**src/alarm_ref_pkg.sv**
```systemverilog
// package: constants and types for the alarm tone and reference clock block
package alarm_ref_pkg;

  // ==========================================================
  // clock and output frequencies
  localparam longint CLK_HZ       = 100_000_000;
  localparam longint F_2K_HZ      = 2000;
  localparam longint F_4K_HZ      = 4000;
  localparam longint F_3K2_DHZ    = 32000;  // tenths of Hz
  localparam longint F_2K7_DHZ    = 27000;  // tenths of Hz
  localparam longint F_RTC_HZ     = 32768;
  localparam longint F_16K_HZ     = 16000;
  localparam longint F_19K_HZ     = 19000;
  localparam longint F_64_HZ      = 64;
  localparam longint F_16_HZ      = 16;
  localparam longint T_SLOW_S     = 60;     // period of the 1/60 Hz output

  // ==========================================================
  // half-period counts in clk_sys cycles
  localparam int unsigned HALF_2K   = int'(CLK_HZ / (2 * F_2K_HZ));
  localparam int unsigned HALF_4K   = int'(CLK_HZ / (2 * F_4K_HZ));
  localparam int unsigned HALF_3K2  = int'(CLK_HZ * 10 / (2 * F_3K2_DHZ));
  localparam int unsigned HALF_2K7  = int'(CLK_HZ * 10 / (2 * F_2K7_DHZ));
  localparam int unsigned HALF_RTC  = int'(CLK_HZ / (2 * F_RTC_HZ));
  localparam int unsigned HALF_16K  = int'(CLK_HZ / (2 * F_16K_HZ));
  localparam int unsigned HALF_19K  = int'(CLK_HZ / (2 * F_19K_HZ));
  localparam int unsigned HALF_64   = int'(CLK_HZ / (2 * F_64_HZ));
  localparam int unsigned HALF_16   = int'(CLK_HZ / (2 * F_16_HZ));
  localparam int unsigned HALF_SLOW = int'(CLK_HZ * T_SLOW_S / 2);

  // ==========================================================
  // register map
  localparam logic [3:0] OFS_CTRL     = 4'h0;
  localparam logic [3:0] OFS_STATUS   = 4'h4;
  localparam logic [3:0] OFS_IRQ_STAT = 4'h8;
  localparam logic [3:0] OFS_IRQ_MASK = 4'hC;

  localparam int CTRL_W   = 7;
  localparam int IRQ_W    = 3;
  localparam int STATUS_W = 3;

  // event bit positions
  localparam int EV_LOW_SET = 0;
  localparam int EV_LOW_CLR = 1;
  localparam int EV_SAMPLE  = 2;

  // last run count of the battery sense filter; four equal samples change the flag
  localparam logic [1:0] BAT_RUN_LAST = 2'h3;

  // ==========================================================
  // option word held in the control register
  typedef struct packed {
    logic       vendor_algo_opt;
    logic       ref_b_freq_sel_hi;
    logic       ref_b_freq_sel_lo;
    logic [1:0] ref_a_freq_sel;
    logic       ref_a_disable_opt;
    logic       battery_detect_src_sel;
  } opt_t;

  localparam opt_t CTRL_RST = opt_t'(7'h03);
  localparam logic [IRQ_W-1:0] IRQ_MASK_RST = 3'h0;

  // register bus request
  typedef struct packed {
    logic [3:0]  addr;
    logic [31:0] wdata;
    logic        we;
    logic        re;
  } reg_req_t;

endpackage : alarm_ref_pkg

```
**src/alarm_ref_clock.sv**
```systemverilog
// alarm tone, reference clock outputs and battery-low detector
`timescale 1ns/1ps
`default_nettype none

module alarm_ref_clock #(
  parameter bit          XTAL_76K  = 1'b0,
  parameter int unsigned P_2K      = alarm_ref_pkg::HALF_2K,
  parameter int unsigned P_4K      = alarm_ref_pkg::HALF_4K,
  parameter int unsigned P_3K2     = alarm_ref_pkg::HALF_3K2,
  parameter int unsigned P_2K7     = alarm_ref_pkg::HALF_2K7,
  parameter int unsigned P_RTC     = alarm_ref_pkg::HALF_RTC,
  parameter int unsigned P_16K     = alarm_ref_pkg::HALF_16K,
  parameter int unsigned P_19K     = alarm_ref_pkg::HALF_19K,
  parameter int unsigned P_64      = alarm_ref_pkg::HALF_64,
  parameter int unsigned P_16      = alarm_ref_pkg::HALF_16,
  parameter int unsigned P_SLOW    = alarm_ref_pkg::HALF_SLOW
) (
  input  wire logic                  clk_sys,
  input  wire logic                  rst_b,
  input  wire alarm_ref_pkg::reg_req_t reg_req,
  output var  logic [31:0]           reg_rdata,
  input  wire logic                  alarm_freq_sel0,
  input  wire logic                  alarm_freq_sel1,
  input  wire logic                  alarm_enable_in,
  input  wire logic                  ref_b_enable_in,
  input  wire logic                  rf_power_ctrl,
  input  wire logic                  opt_wait_done,
  output var  logic                  alarm_tone_out,
  output var  logic                  alarm_tone_oe,
  output var  logic                  ref_clock_out_a,
  output var  logic                  ref_clock_out_b,
  output var  logic                  battery_low_flag_out,
  output var  logic                  irq
);
  import alarm_ref_pkg::*;

  localparam int NCH = 3;  // 0 alarm, 1 ref A, 2 ref B

  // ==========================================================
  // parameter checks
  if (P_2K < 2 || P_4K < 2 || P_3K2 < 2 || P_2K7 < 2 || P_RTC < 2 ||
      P_16K < 2 || P_19K < 2 || P_64 < 2 || P_16 < 2 || P_SLOW < 2) begin : g_chk
    $error("half-period counts must be at least two cycles");
  end

  // ==========================================================
  // registers
  opt_t             ctrl_q,     ctrl_d;
  logic [IRQ_W-1:0] irq_stat_q, irq_stat_d;
  logic [IRQ_W-1:0] irq_mask_q, irq_mask_d;
  logic [31:0]      rdata_q,    rdata_d;
  logic             irq_q,      irq_d;
  logic [IRQ_W-1:0] ev;
  logic [STATUS_W-1:0] status;

  always_comb begin
    ctrl_d     = ctrl_q;
    irq_mask_d = irq_mask_q;
    irq_stat_d = irq_stat_q;
    rdata_d    = 32'h0;
    if (reg_req.we) begin
      unique case (reg_req.addr)
        OFS_CTRL:     ctrl_d     = opt_t'(reg_req.wdata[CTRL_W-1:0]);
        OFS_IRQ_STAT: irq_stat_d = irq_stat_q & ~reg_req.wdata[IRQ_W-1:0];
        OFS_IRQ_MASK: irq_mask_d = reg_req.wdata[IRQ_W-1:0];
        default: ;
      endcase
    end
    irq_stat_d = irq_stat_d | ev;
    if (reg_req.re) begin
      unique case (reg_req.addr)
        OFS_CTRL:     rdata_d = {25'h0, ctrl_q};
        OFS_STATUS:   rdata_d = {29'h0, status};
        OFS_IRQ_STAT: rdata_d = {29'h0, irq_stat_q};
        OFS_IRQ_MASK: rdata_d = {29'h0, irq_mask_q};
        default:      rdata_d = 32'h0;
      endcase
    end
    irq_d = |(irq_stat_q & irq_mask_q);
  end

  always_ff @(posedge clk_sys or negedge rst_b) begin
    if (!rst_b) begin
      ctrl_q     <= CTRL_RST;
      irq_stat_q <= 3'h0;
      irq_mask_q <= IRQ_MASK_RST;
      rdata_q    <= 32'h0;
      irq_q      <= 1'b0;
    end else begin
      ctrl_q     <= ctrl_d;
      irq_stat_q <= irq_stat_d;
      irq_mask_q <= irq_mask_d;
      rdata_q    <= rdata_d;
      irq_q      <= irq_d;
    end
  end

  assign reg_rdata = rdata_q;
  assign irq       = irq_q;

  // ==========================================================
  // battery-low detector
  logic       rf_prev_q, rf_prev_d;
  logic [1:0] hi_cnt_q,  hi_cnt_d;
  logic [1:0] lo_cnt_q,  lo_cnt_d;
  logic       bat_low_q, bat_low_d;
  logic       smp;
  logic       sense;

  assign sense = alarm_freq_sel1;  // shared pin when source option is zero
  assign smp = rf_power_ctrl & ~rf_prev_q & ~ctrl_q.battery_detect_src_sel;

  always_comb begin
    rf_prev_d = rf_power_ctrl;
    hi_cnt_d  = hi_cnt_q;
    lo_cnt_d  = lo_cnt_q;
    bat_low_d = bat_low_q;
    if (smp) begin
      if (sense) begin
        lo_cnt_d = 2'h0;
        if (hi_cnt_q == BAT_RUN_LAST) bat_low_d = 1'b1;
        else hi_cnt_d = hi_cnt_q + 2'h1;
      end else begin
        hi_cnt_d = 2'h0;
        if (lo_cnt_q == BAT_RUN_LAST) bat_low_d = 1'b0;
        else lo_cnt_d = lo_cnt_q + 2'h1;
      end
    end
    ev = 3'h0;
    ev[EV_LOW_SET] = bat_low_d & ~bat_low_q;
    ev[EV_LOW_CLR] = ~bat_low_d & bat_low_q;
    ev[EV_SAMPLE]  = smp;
  end

  always_ff @(posedge clk_sys or negedge rst_b) begin
    if (!rst_b) begin
      rf_prev_q <= 1'b0;
      hi_cnt_q  <= 2'h0;
      lo_cnt_q  <= 2'h0;
      bat_low_q <= 1'b0;
    end else begin
      rf_prev_q <= rf_prev_d;
      hi_cnt_q  <= hi_cnt_d;
      lo_cnt_q  <= lo_cnt_d;
      bat_low_q <= bat_low_d;
    end
  end

  assign battery_low_flag_out = bat_low_q;

  // ==========================================================
  // frequency selection
  logic       sel1_eff;
  logic [31:0] half_sel [NCH];

  assign sel1_eff = ctrl_q.battery_detect_src_sel ? alarm_freq_sel1 : 1'b1;
  assign status   = {opt_wait_done, sel1_eff, bat_low_q};

  always_comb begin
    unique case ({sel1_eff, alarm_freq_sel0})
      2'b00:   half_sel[0] = P_2K;
      2'b01:   half_sel[0] = P_4K;
      2'b10:   half_sel[0] = P_3K2;
      default: half_sel[0] = P_2K7;
    endcase
    unique case (ctrl_q.ref_a_freq_sel)
      2'b00:   half_sel[1] = P_RTC;
      2'b01:   half_sel[1] = P_64;
      2'b10:   half_sel[1] = P_16;
      default: half_sel[1] = P_SLOW;
    endcase
    unique case ({ctrl_q.ref_b_freq_sel_hi, ctrl_q.ref_b_freq_sel_lo})
      2'b00:   half_sel[2] = XTAL_76K ? P_19K : P_16K;
      2'b01:   half_sel[2] = P_64;
      2'b10:   half_sel[2] = P_16;
      default: half_sel[2] = P_SLOW;
    endcase
  end

  // ==========================================================
  // dividers, one per output; period changes only at a half-period edge
  logic [NCH-1:0] lvl;
  logic [NCH-1:0] tog;
  logic           same_ab;

  // equal codes other than 00 mean the same rate on both refs
  assign same_ab = (ctrl_q.ref_a_freq_sel ==
                    {ctrl_q.ref_b_freq_sel_hi, ctrl_q.ref_b_freq_sel_lo}) &&
                   (ctrl_q.ref_a_freq_sel != 2'b00);

  for (genvar i = 0; i < NCH; i++) begin : g_div
    logic [31:0] cnt_q, cnt_d;
    logic        lvl_q, lvl_d;
    always_comb begin
      cnt_d = cnt_q - 32'h1;
      lvl_d = lvl_q;
      if (i == 2 && same_ab) begin
        // ref B waits at zero for a ref A edge, then takes the opposite
        // level; a phase is only ever stretched, so no runt appears
        if (cnt_q == 32'h0) begin
          cnt_d = 32'h0;
          if (tog[1]) begin
            cnt_d = half_sel[i] - 32'h1;
            lvl_d = lvl[1];
          end
        end
      end else if (cnt_q == 32'h0) begin
        cnt_d = half_sel[i] - 32'h1;
        lvl_d = ~lvl_q;
      end
    end
    always_ff @(posedge clk_sys or negedge rst_b) begin
      if (!rst_b) begin
        cnt_q <= 32'h0;
        lvl_q <= (i == 2);  // ref B starts opposite ref A
      end else begin
        cnt_q <= cnt_d;
        lvl_q <= lvl_d;
      end
    end
    assign lvl[i] = lvl_q;
    assign tog[i] = (cnt_q == 32'h0);
  end

  // ==========================================================
  // output stages
  logic tone_oe_q, tone_oe_d;
  logic ref_a_q,   ref_a_d;
  logic ref_b_q,   ref_b_d;

  always_comb begin
    tone_oe_d = alarm_enable_in & ~lvl[0];
    ref_a_d   = ~ctrl_q.ref_a_disable_opt & opt_wait_done & lvl[1];
    ref_b_d   = ref_b_enable_in ? lvl[2] : 1'b1;
  end

  always_ff @(posedge clk_sys or negedge rst_b) begin
    if (!rst_b) begin
      tone_oe_q <= 1'b0;
      ref_a_q   <= 1'b0;
      ref_b_q   <= 1'b1;
    end else begin
      tone_oe_q <= tone_oe_d;
      ref_a_q   <= ref_a_d;
      ref_b_q   <= ref_b_d;
    end
  end

  assign alarm_tone_out  = 1'b0;  // open drain: only ever pulls low
  assign alarm_tone_oe   = tone_oe_q;
  assign ref_clock_out_a = ref_a_q;
  assign ref_clock_out_b = ref_b_q;

  // ==========================================================
  // assertions
  a_tone_float: assert property (@(posedge clk_sys) disable iff (!rst_b)
    !alarm_enable_in |=> !alarm_tone_oe)
    else $error("alarm tone driven while disabled");

  a_tone_pulls_low: assert property (@(posedge clk_sys) disable iff (!rst_b)
    (alarm_enable_in && !lvl[0]) |=> (alarm_tone_oe && !alarm_tone_out))
    else $error("alarm tone not pulled low in low phase");

  a_refb_idle_high: assert property (@(posedge clk_sys) disable iff (!rst_b)
    !ref_b_enable_in [*2] |-> ref_clock_out_b)
    else $error("ref B not high while disabled");

  a_refb_follows: assert property (@(posedge clk_sys) disable iff (!rst_b)
    ref_b_enable_in |=> ref_clock_out_b == $past(lvl[2]))
    else $error("ref B does not carry divider output");

  a_bat_set_four: assert property (@(posedge clk_sys) disable iff (!rst_b)
    $rose(battery_low_flag_out) |-> $past(smp && sense && hi_cnt_q == 2'h3))
    else $error("battery flag set without four high samples");

  a_bat_clr_four: assert property (@(posedge clk_sys) disable iff (!rst_b)
    (smp && !sense && lo_cnt_q == 2'h3) |=> !battery_low_flag_out)
    else $error("battery flag not cleared after four low samples");

  a_sense_gated: assert property (@(posedge clk_sys) disable iff (!rst_b)
    smp |-> ($rose(rf_power_ctrl) && !ctrl_q.battery_detect_src_sel))
    else $error("battery sample outside rf power rise");

  a_sel_forced: assert property (@(posedge clk_sys) disable iff (!rst_b)
    !ctrl_q.battery_detect_src_sel |-> (half_sel[0] == P_3K2 ||
                                        half_sel[0] == P_2K7))
    else $error("tone not limited while battery detect in use");

  a_refa_gate: assert property (@(posedge clk_sys) disable iff (!rst_b)
    (!opt_wait_done || ctrl_q.ref_a_disable_opt) |=> !ref_clock_out_a)
    else $error("ref A active while gated off");

  a_no_runt: assert property (@(posedge clk_sys) disable iff (!rst_b)
    (lvl[0] != $past(lvl[0])) |=> (lvl[0] == $past(lvl[0])) [*1])
    else $error("alarm divider toggled on consecutive cycles");

  a_irq_level: assert property (@(posedge clk_sys) disable iff (!rst_b)
    (|(irq_stat_q & irq_mask_q)) |=> irq)
    else $error("interrupt missing for unmasked status");

endmodule : alarm_ref_clock

`default_nettype wire

```
**config.mk**
```make
export PLATFORM = sky130hd
export DESIGN_NAME = alarm_ref_clock
export DESIGN_NICKNAME = d
export VERILOG_FILES = /design/src/alarm_ref_pkg.sv /design/src/alarm_ref_clock.sv
export SDC_FILE = /design/constraint.sdc
export NUM_CORES = 1
export LEC_CHECK = 0
export ABC_AREA = 1
export BUFFER_PORTS_ARGS = -buffer_cell sky130_fd_sc_hd__buf_2
export CORE_MARGIN = 2
export CORE_UTILIZATION = 50
export CTS_CLUSTER_SIZE = 16
export DETAILED_ROUTE_END_ITERATION = 12
export PLACE_DENSITY = 0.75
export SYNTH_ARGS = -nofsm -noshare
export SYNTH_HDL_FRONTEND = slang
export SYNTH_SLANG_ARGS = --single-unit
```
**constraint.sdc**
```tcl
create_clock -name clk_sys -period 2.96 [get_ports clk_sys]
set_input_delay 0.296 -clock clk_sys [delete_from_list [all_inputs] [get_ports clk_sys]]
set_output_delay 0.296 -clock clk_sys [all_outputs]
set_load 0.02 [all_outputs]
```
=== Yosys cells after proc, flatten, opt, wreduce, memory -nomap -nowiden ===
Index checks and enable logic that the tools add are counted.

* Add/subtract/negate cells: 8
* $mul: 0
* Divide/modulo/power cells: 0
* Order comparisons: 0
* Equal/unequal tests: 15
* Shifts and indexed selects: 0
* Mux-type cells: 27
* Bitwise operators: 19
* Reductions and logical operators: 15

{| class="wikitable"
|+ Operators with widths
! cell !! count
|-
| $mux 32 || 6
|-
| $pmux 32 s3 || 2
|-
| $sub 32x1->32 const B || 6
|-
| $logic_not 32->1 || 3
|-
| $pmux 15 s3 || 1
|-
| $pmux 7 s4 || 1
|-
| $eq 2x2->1 const B || 5
|-
| $mux 1 || 10
|-
| $reduce_and 2->1 || 5
|-
| $eq 4x4->1 const B || 2
|-
| $mux 2 || 4
|-
| $not 1->1 || 8
|-
| $and 1x1->1 || 7
|-
| $mux 7 || 1
|-
| $and 3x3->3 || 2
|-
| $eq 2x1->1 const B || 3
|-
| $logic_not 2->1 || 3
|-
| $mux 3 || 2
|-
| $ne 2x2->1 const B || 3
|-
| $add 2x1->2 const B || 2
|-
| $eq 4x3->1 const B || 1
|-
| $logic_not 4->1 || 1
|-
| $not 3->3 || 1
|-
| $or 3x3->3 || 1
|-
| other kinds (4) || 4
|}

* Register bits: 154
* Bits in latches: 0
* Memory bits (writable): 0
* Memory bits (read-only): 0
* Bits of input ports: 46
* Output and inout bits: 38
* Logic and storage cells: 107
* Memories kept: 0

=== Depth between registers and ports, before layout ===
* Depth after elaboration: 7
* Depth in mapped cells: 16
* Mapped depth without buffers: 16

=== Worst setup path after synthesis ===
No wires, ideal clock.

* Path type: register to register
* Start point: reg ctrl_q[0] (netlist bit)
* End point: reg g_div[0].cnt_q[14]
* Library setup time: 0.122 ns
* Data arrival time: 2.238 ns
* Required time: 2.838 ns
* Setup slack: 0.600 ns
* Cell stages (with the launch flop): 11
* Buffers on the path: 0
* Period minus slack after synthesis: 2.360 ns
* Path through: dfstp_2 inv_1 nor2_1 inv_1 ha_1 a21oi_1 ha_1 inv_1 nor2_1 nand2_1 xor2_1

* Word-level cells in the longest chain between the ends: 5
* Elaborated cells on any way between the ends: 7
* Those cells by class: add/sub (1); eq/ne (2); mux (3); reduce/logical (1)

{| class="wikitable"
|+ RTL lines
! element !! RTL line !! source
|-
| from (decl) || alarm_ref_clock.sv:48 || <nowiki>opt_t ctrl_q, ctrl_d;</nowiki>
|-
| from (signal assigned) || alarm_ref_clock.sv:90 || <nowiki>ctrl_q <= ctrl_d;</nowiki>
|-
| $mux 1 (*) || alarm_ref_clock.sv:156 || <nowiki>assign sel1_eff = ctrl_q.battery_detect_src_sel ? alarm_freq_sel1 : 1'b1;</nowiki>
|-
| $eq 2x2->1 (tied with other cells) || alarm_ref_clock.sv:160 || <nowiki>unique case ({sel1_eff, alarm_freq_sel0})</nowiki>
|-
| $pmux 15 s3 (*) || alarm_ref_clock.sv:160 ||
|-
| $sub 32x1->32 (*) || alarm_ref_clock.sv:208 || <nowiki>cnt_d = half_sel[i] - 32'h1;</nowiki>
|-
| $mux 32 (*) || alarm_ref_clock.sv:207 || <nowiki>end else if (cnt_q == 32'h0) begin</nowiki>
|-
| via g_div[0].cnt_d[14] || alarm_ref_clock.sv:192 || <nowiki>logic [31:0] cnt_q, cnt_d;</nowiki>
|-
| to (signal assigned) || alarm_ref_clock.sv:217 || <nowiki>cnt_q <= cnt_d;</nowiki>
|-
| to (decl) || alarm_ref_clock.sv:192 ||
|}

The timed path passes the listed nets; every way through them passes the cells marked *.
A chain may end at the register's enable or synchronous reset.

=== Worst setup path after layout ===
* Start point: reg ctrl_q[2] (netlist bit)
* End point: reg g_div[1].cnt_q[18]

* Word-level cells in the longest chain between the ends: 4
* Elaborated cells on any way between the ends: 6
* Those cells by class: add/sub (1); eq/ne (2); mux (2); reduce/logical (1)

{| class="wikitable"
|+ RTL lines
! element !! RTL line !! source
|-
| $eq 2x2->1 (tied with other cells) || alarm_ref_clock.sv:166 || <nowiki>unique case (ctrl_q.ref_a_freq_sel)</nowiki>
|-
| $pmux 32 s3 (*) || alarm_ref_clock.sv:166 ||
|-
| $sub 32x1->32 (*) || alarm_ref_clock.sv:208 ||
|-
| $mux 32 (*) || alarm_ref_clock.sv:207 ||
|-
| via g_div[1].cnt_d[18] || alarm_ref_clock.sv:192 ||
|-
| to (signal assigned) || alarm_ref_clock.sv:217 ||
|-
| to (decl) || alarm_ref_clock.sv:192 ||
|}

Marked as above.

==> flow_summary.yaml <==
run_status:
  outcome: "finished, final reports clean"
setup_path:
  path_cells: "inv_1 -> ha_1 -> a21oi_1 -> ha_1 -> nand3_1 -> nor2_1 -> nand2_1 -> nor2_1 -> nand2_1 -> xor2_1"
  r2r_slack_ps: 260
  slowest_delay_ps: 470
  critPathCaptureType: "flip-flop"
  crit_fanout: 7
  slowest_stage: "dfrtp_1"
  cp.required_ps: 3270
  crit_type: "reg2reg"
  start_kind: "flip-flop"
  cp.arrival_ps: 3010
pwr:
  p_leak_nw: 4.58
  irDropWorstVdd_mv: 0.460
  power_frac_comb_pct: 14.5
  power_switching_mw: 1.49
  pwr-share-clk_pct: 44.5
  power.density_nw_per_um2: 568
  p_int_mw: 3.64
  seqPwrFrac_pct: 41.0
  p_sw_share_pct: 29.0
logic_synthesis:
  ys_top_cells_by_area: "dfrtp_1 39%, nand2_1 13%, nor2_1 8.6%, inv_1 6.9%, xor2_1 4.3%"
  synthCells: 1096
  synth-main-ff-cell: "dfrtp_1"
  synth_cell_type_count: 38
  yosysWarnings: 0
  synth.ff_latch_count: 129
  synth_area_per_cell_um2: 7.31
  synth_area_um2: 8010
  synth.top_cell.area_share_pct: 39.1
  synth_edf_count: 0
  yosysTopAreaCell: "dfrtp_1"
  async_reset_ff_share_pct: 100
  yosysSeqAreaShare_pct: 40.4
sta:
  maxSlewHeadroom_pct: 50.3
  timing.final.crit_share_pct: 91.3
  tightest_slew_ps: 745
  slew_violations: 0
  fin_setup_tns_ps: 0
  min_period_ps: 2700
  finalHoldViolations: 0
  setup_viol: 0
  timing.fmax_mhz: 370
  grt_setup_unrepaired: "false"
  clock_skew_ps: 10.3
route:
  avgRoutedWirePerCell_um: 13.4
  wirelength_mm: 18.5
  vias: 7015
  first_iter_violations: 534
  dr.pass1.iters: 5
  route.detailed.drc: 0
  via_per_inst: 5.08
  ant_nets: 0
clocking:
  cts_tree: "done"
  cts_buffers: 17
  clk_latency_ps: 420
  cts_setup_buffers: 0
  cts_max_level: 4
  clk_pin_slew_ps: 60
  clk_path_buf_depth: 2
  clockRootBuffer: "clkbuf_16"
  clock-sinks: 129
die:
  die_y_um: 131
  die_area_um2: 17000
  core_area_um2: 15800
  initial_utilization_pct: 50.8
  fp.dieW_um: 131
  ioPinCount: 84
  core.rowCount: 46
final_layout:
  nNetsFinal: 1221
  layout_common_cells: "279 x nand2_1, 183 x nor2_1, 147 x inv_1"
  antenna_cells: 0
  stdcell_area_um2: 9030
  drive_gt1_share_pct: 10.5
  synthToLayoutAreaGrowth_pct: 12.8
  final_common_cell: "nand2_1"
place:
  gp_congestion: 0.943
  dp_hpwl_mm: 13.7
  placement.io_buffers: 32
  place_area_um2: 8380
global_routing:
  track_usage_pct: 23.2
  antenna_found_initial: 0
  grt_pass1_vias: 6885
  grt_pass1_wl_mm: 31.5
  grt.overflow.total: 0
  grt_max_degree: 82
min_path:
  min_path_type: "in2reg"
run:
  maxCapViolCount: 0
==> Yosys cell counts, types with 2 or more instances <==
cell / instances
a21oi_1: 31
a221oi_1: 3
buf_2: 2
buf_4: 26
buf_6: 3
clkbuf_1: 2
dfrtp_1: 125
dfstp_2: 4
ha_1: 22
inv_1: 147
nand2_1: 279
nand2_2: 11
nand2_4: 5
nand3_1: 55
nand3b_1: 10
nand4_1: 23
nor2_1: 183
nor2_2: 18
nor2_4: 7
nor3_1: 17
nor4_1: 4
o21a_1: 2
o21ai_0: 38
o21ai_1: 3
o22ai_1: 10
xnor2_1: 16
xor2_1: 39
==> metal layers <==
| metal | track usage [%] | wire [µm] | up-vias |
|---|---|---|---|
| met2 | 39.1 | 8870 | 175 |
| met5 | 0 | 0 | - |
| met4 | 7.13 | 311 | 0 |
| li1 | - | - | 3504 |
| met3 | 4.28 | 840 | 37 |
| met1 | 30.6 | 8440 | 3299 |
==> worst max-delay path: cells and delay by family (launching register included) <==
kind	cells	cell delay (ps)
flip-flops	1	470
XOR/XNOR	1	170
AO/OA/AOI/OAI	1	240
adder cells (fa/ha/maj)	2	510
AND/OR/NAND/NOR	5	1020
buffers and inverters	1	150
==> path summary, 6_finish.rpt <==
check	to	cells past startpoint	from
hold reg to reg	alarm_tone_oe	1	g_div[0].lvl_q
setup / recovery	g_div[1].cnt_q[18]	10	ctrl_q[2]
setup reg to reg	g_div[1].cnt_q[18]	10	ctrl_q[2]
max in group asynchronous	g_div[0].cnt_q[15]	3	rst_b
hold / removal	rf_prev_q	1	rf_power_ctrl
min in group asynchronous	battery_low_flag_out	2	rst_b
==> area by class of cell <==
cell class,instances,area (µm²)
multi-input combinational,811,4070
sequential,129,3230
clock buffer,19,433
timing repair buffer,46,277
clock inverter,13,198
fill,1471,6740
tap,216,270
inverter,148,556
==> timing repair <==
action,4_1_cts,5_1_grt
endpoints found under the hold margin,77,0
hold buffers,2,0
gates resized for setup,0,0
setup endpoints to repair,0,0
==> cells by family (layout without fill, tap and decap cells) <==
logic type / count (synthesis) / in the layout / synth area share [%]
and+or+nand+nor: 615 / 615 / 33.7
xor gates and xnor gates: 55 / 55 / 6.01
buffers and inverters: 181 / 226 / 10.0
adders and majority gates: 22 / 22 / 3.44
other: 1 / 26 / 0.0468
DFF: 129 / 129 / 40.4
AOI/OAI and AO/OA: 93 / 93 / 6.40
==> power by group through the flow <==
stage	clock network (mW)	logic [mW]	registers (mW)
final	2.28	0.744	2.10
after global routing	2.39	0.857	2.13
after CTS	2.31	0.745	2.11
after detailed placement	0	0.730	2.13
after global placement	0	0.707	2.12
after floorplan	0	0.540	2.12
==> sequential cells by signal, indices dropped and copies added (netlist names) <==
register / flops
hi_cnt_q: 2
rf_prev_q: 1
irq: 1
g_div.lvl_q: 3
alarm_tone_oe: 1
ref_clock_out_a: 1
reg_rdata: 7
ctrl_q: 7
g_div.cnt_q: 96
irq_mask_q: 3
battery_low_flag_out: 1
irq_stat_q: 3
ref_clock_out_b: 1
lo_cnt_q: 2
==> metrics by stage <==
step | setup slack (ps) | util [%] | instances | hold slack [ps] | total power, mW
after floorplan | 600 | - | 1121 | 0.409 | 2.66
after global placement | 345 | 53.2 | 1348 | 391 | 2.83
after detailed placement | 306 | 53.2 | 1348 | 383 | 2.86
after CTS | 269 | 57.3 | 1382 | 8.48 | 5.16
after global routing | 17.7 | 57.3 | 1382 | 21.8 | 5.37
final | 258 | 57.3 | 1382 | 20.9 | 5.13
No activity file was read; power rests on OpenSTA's default activity.
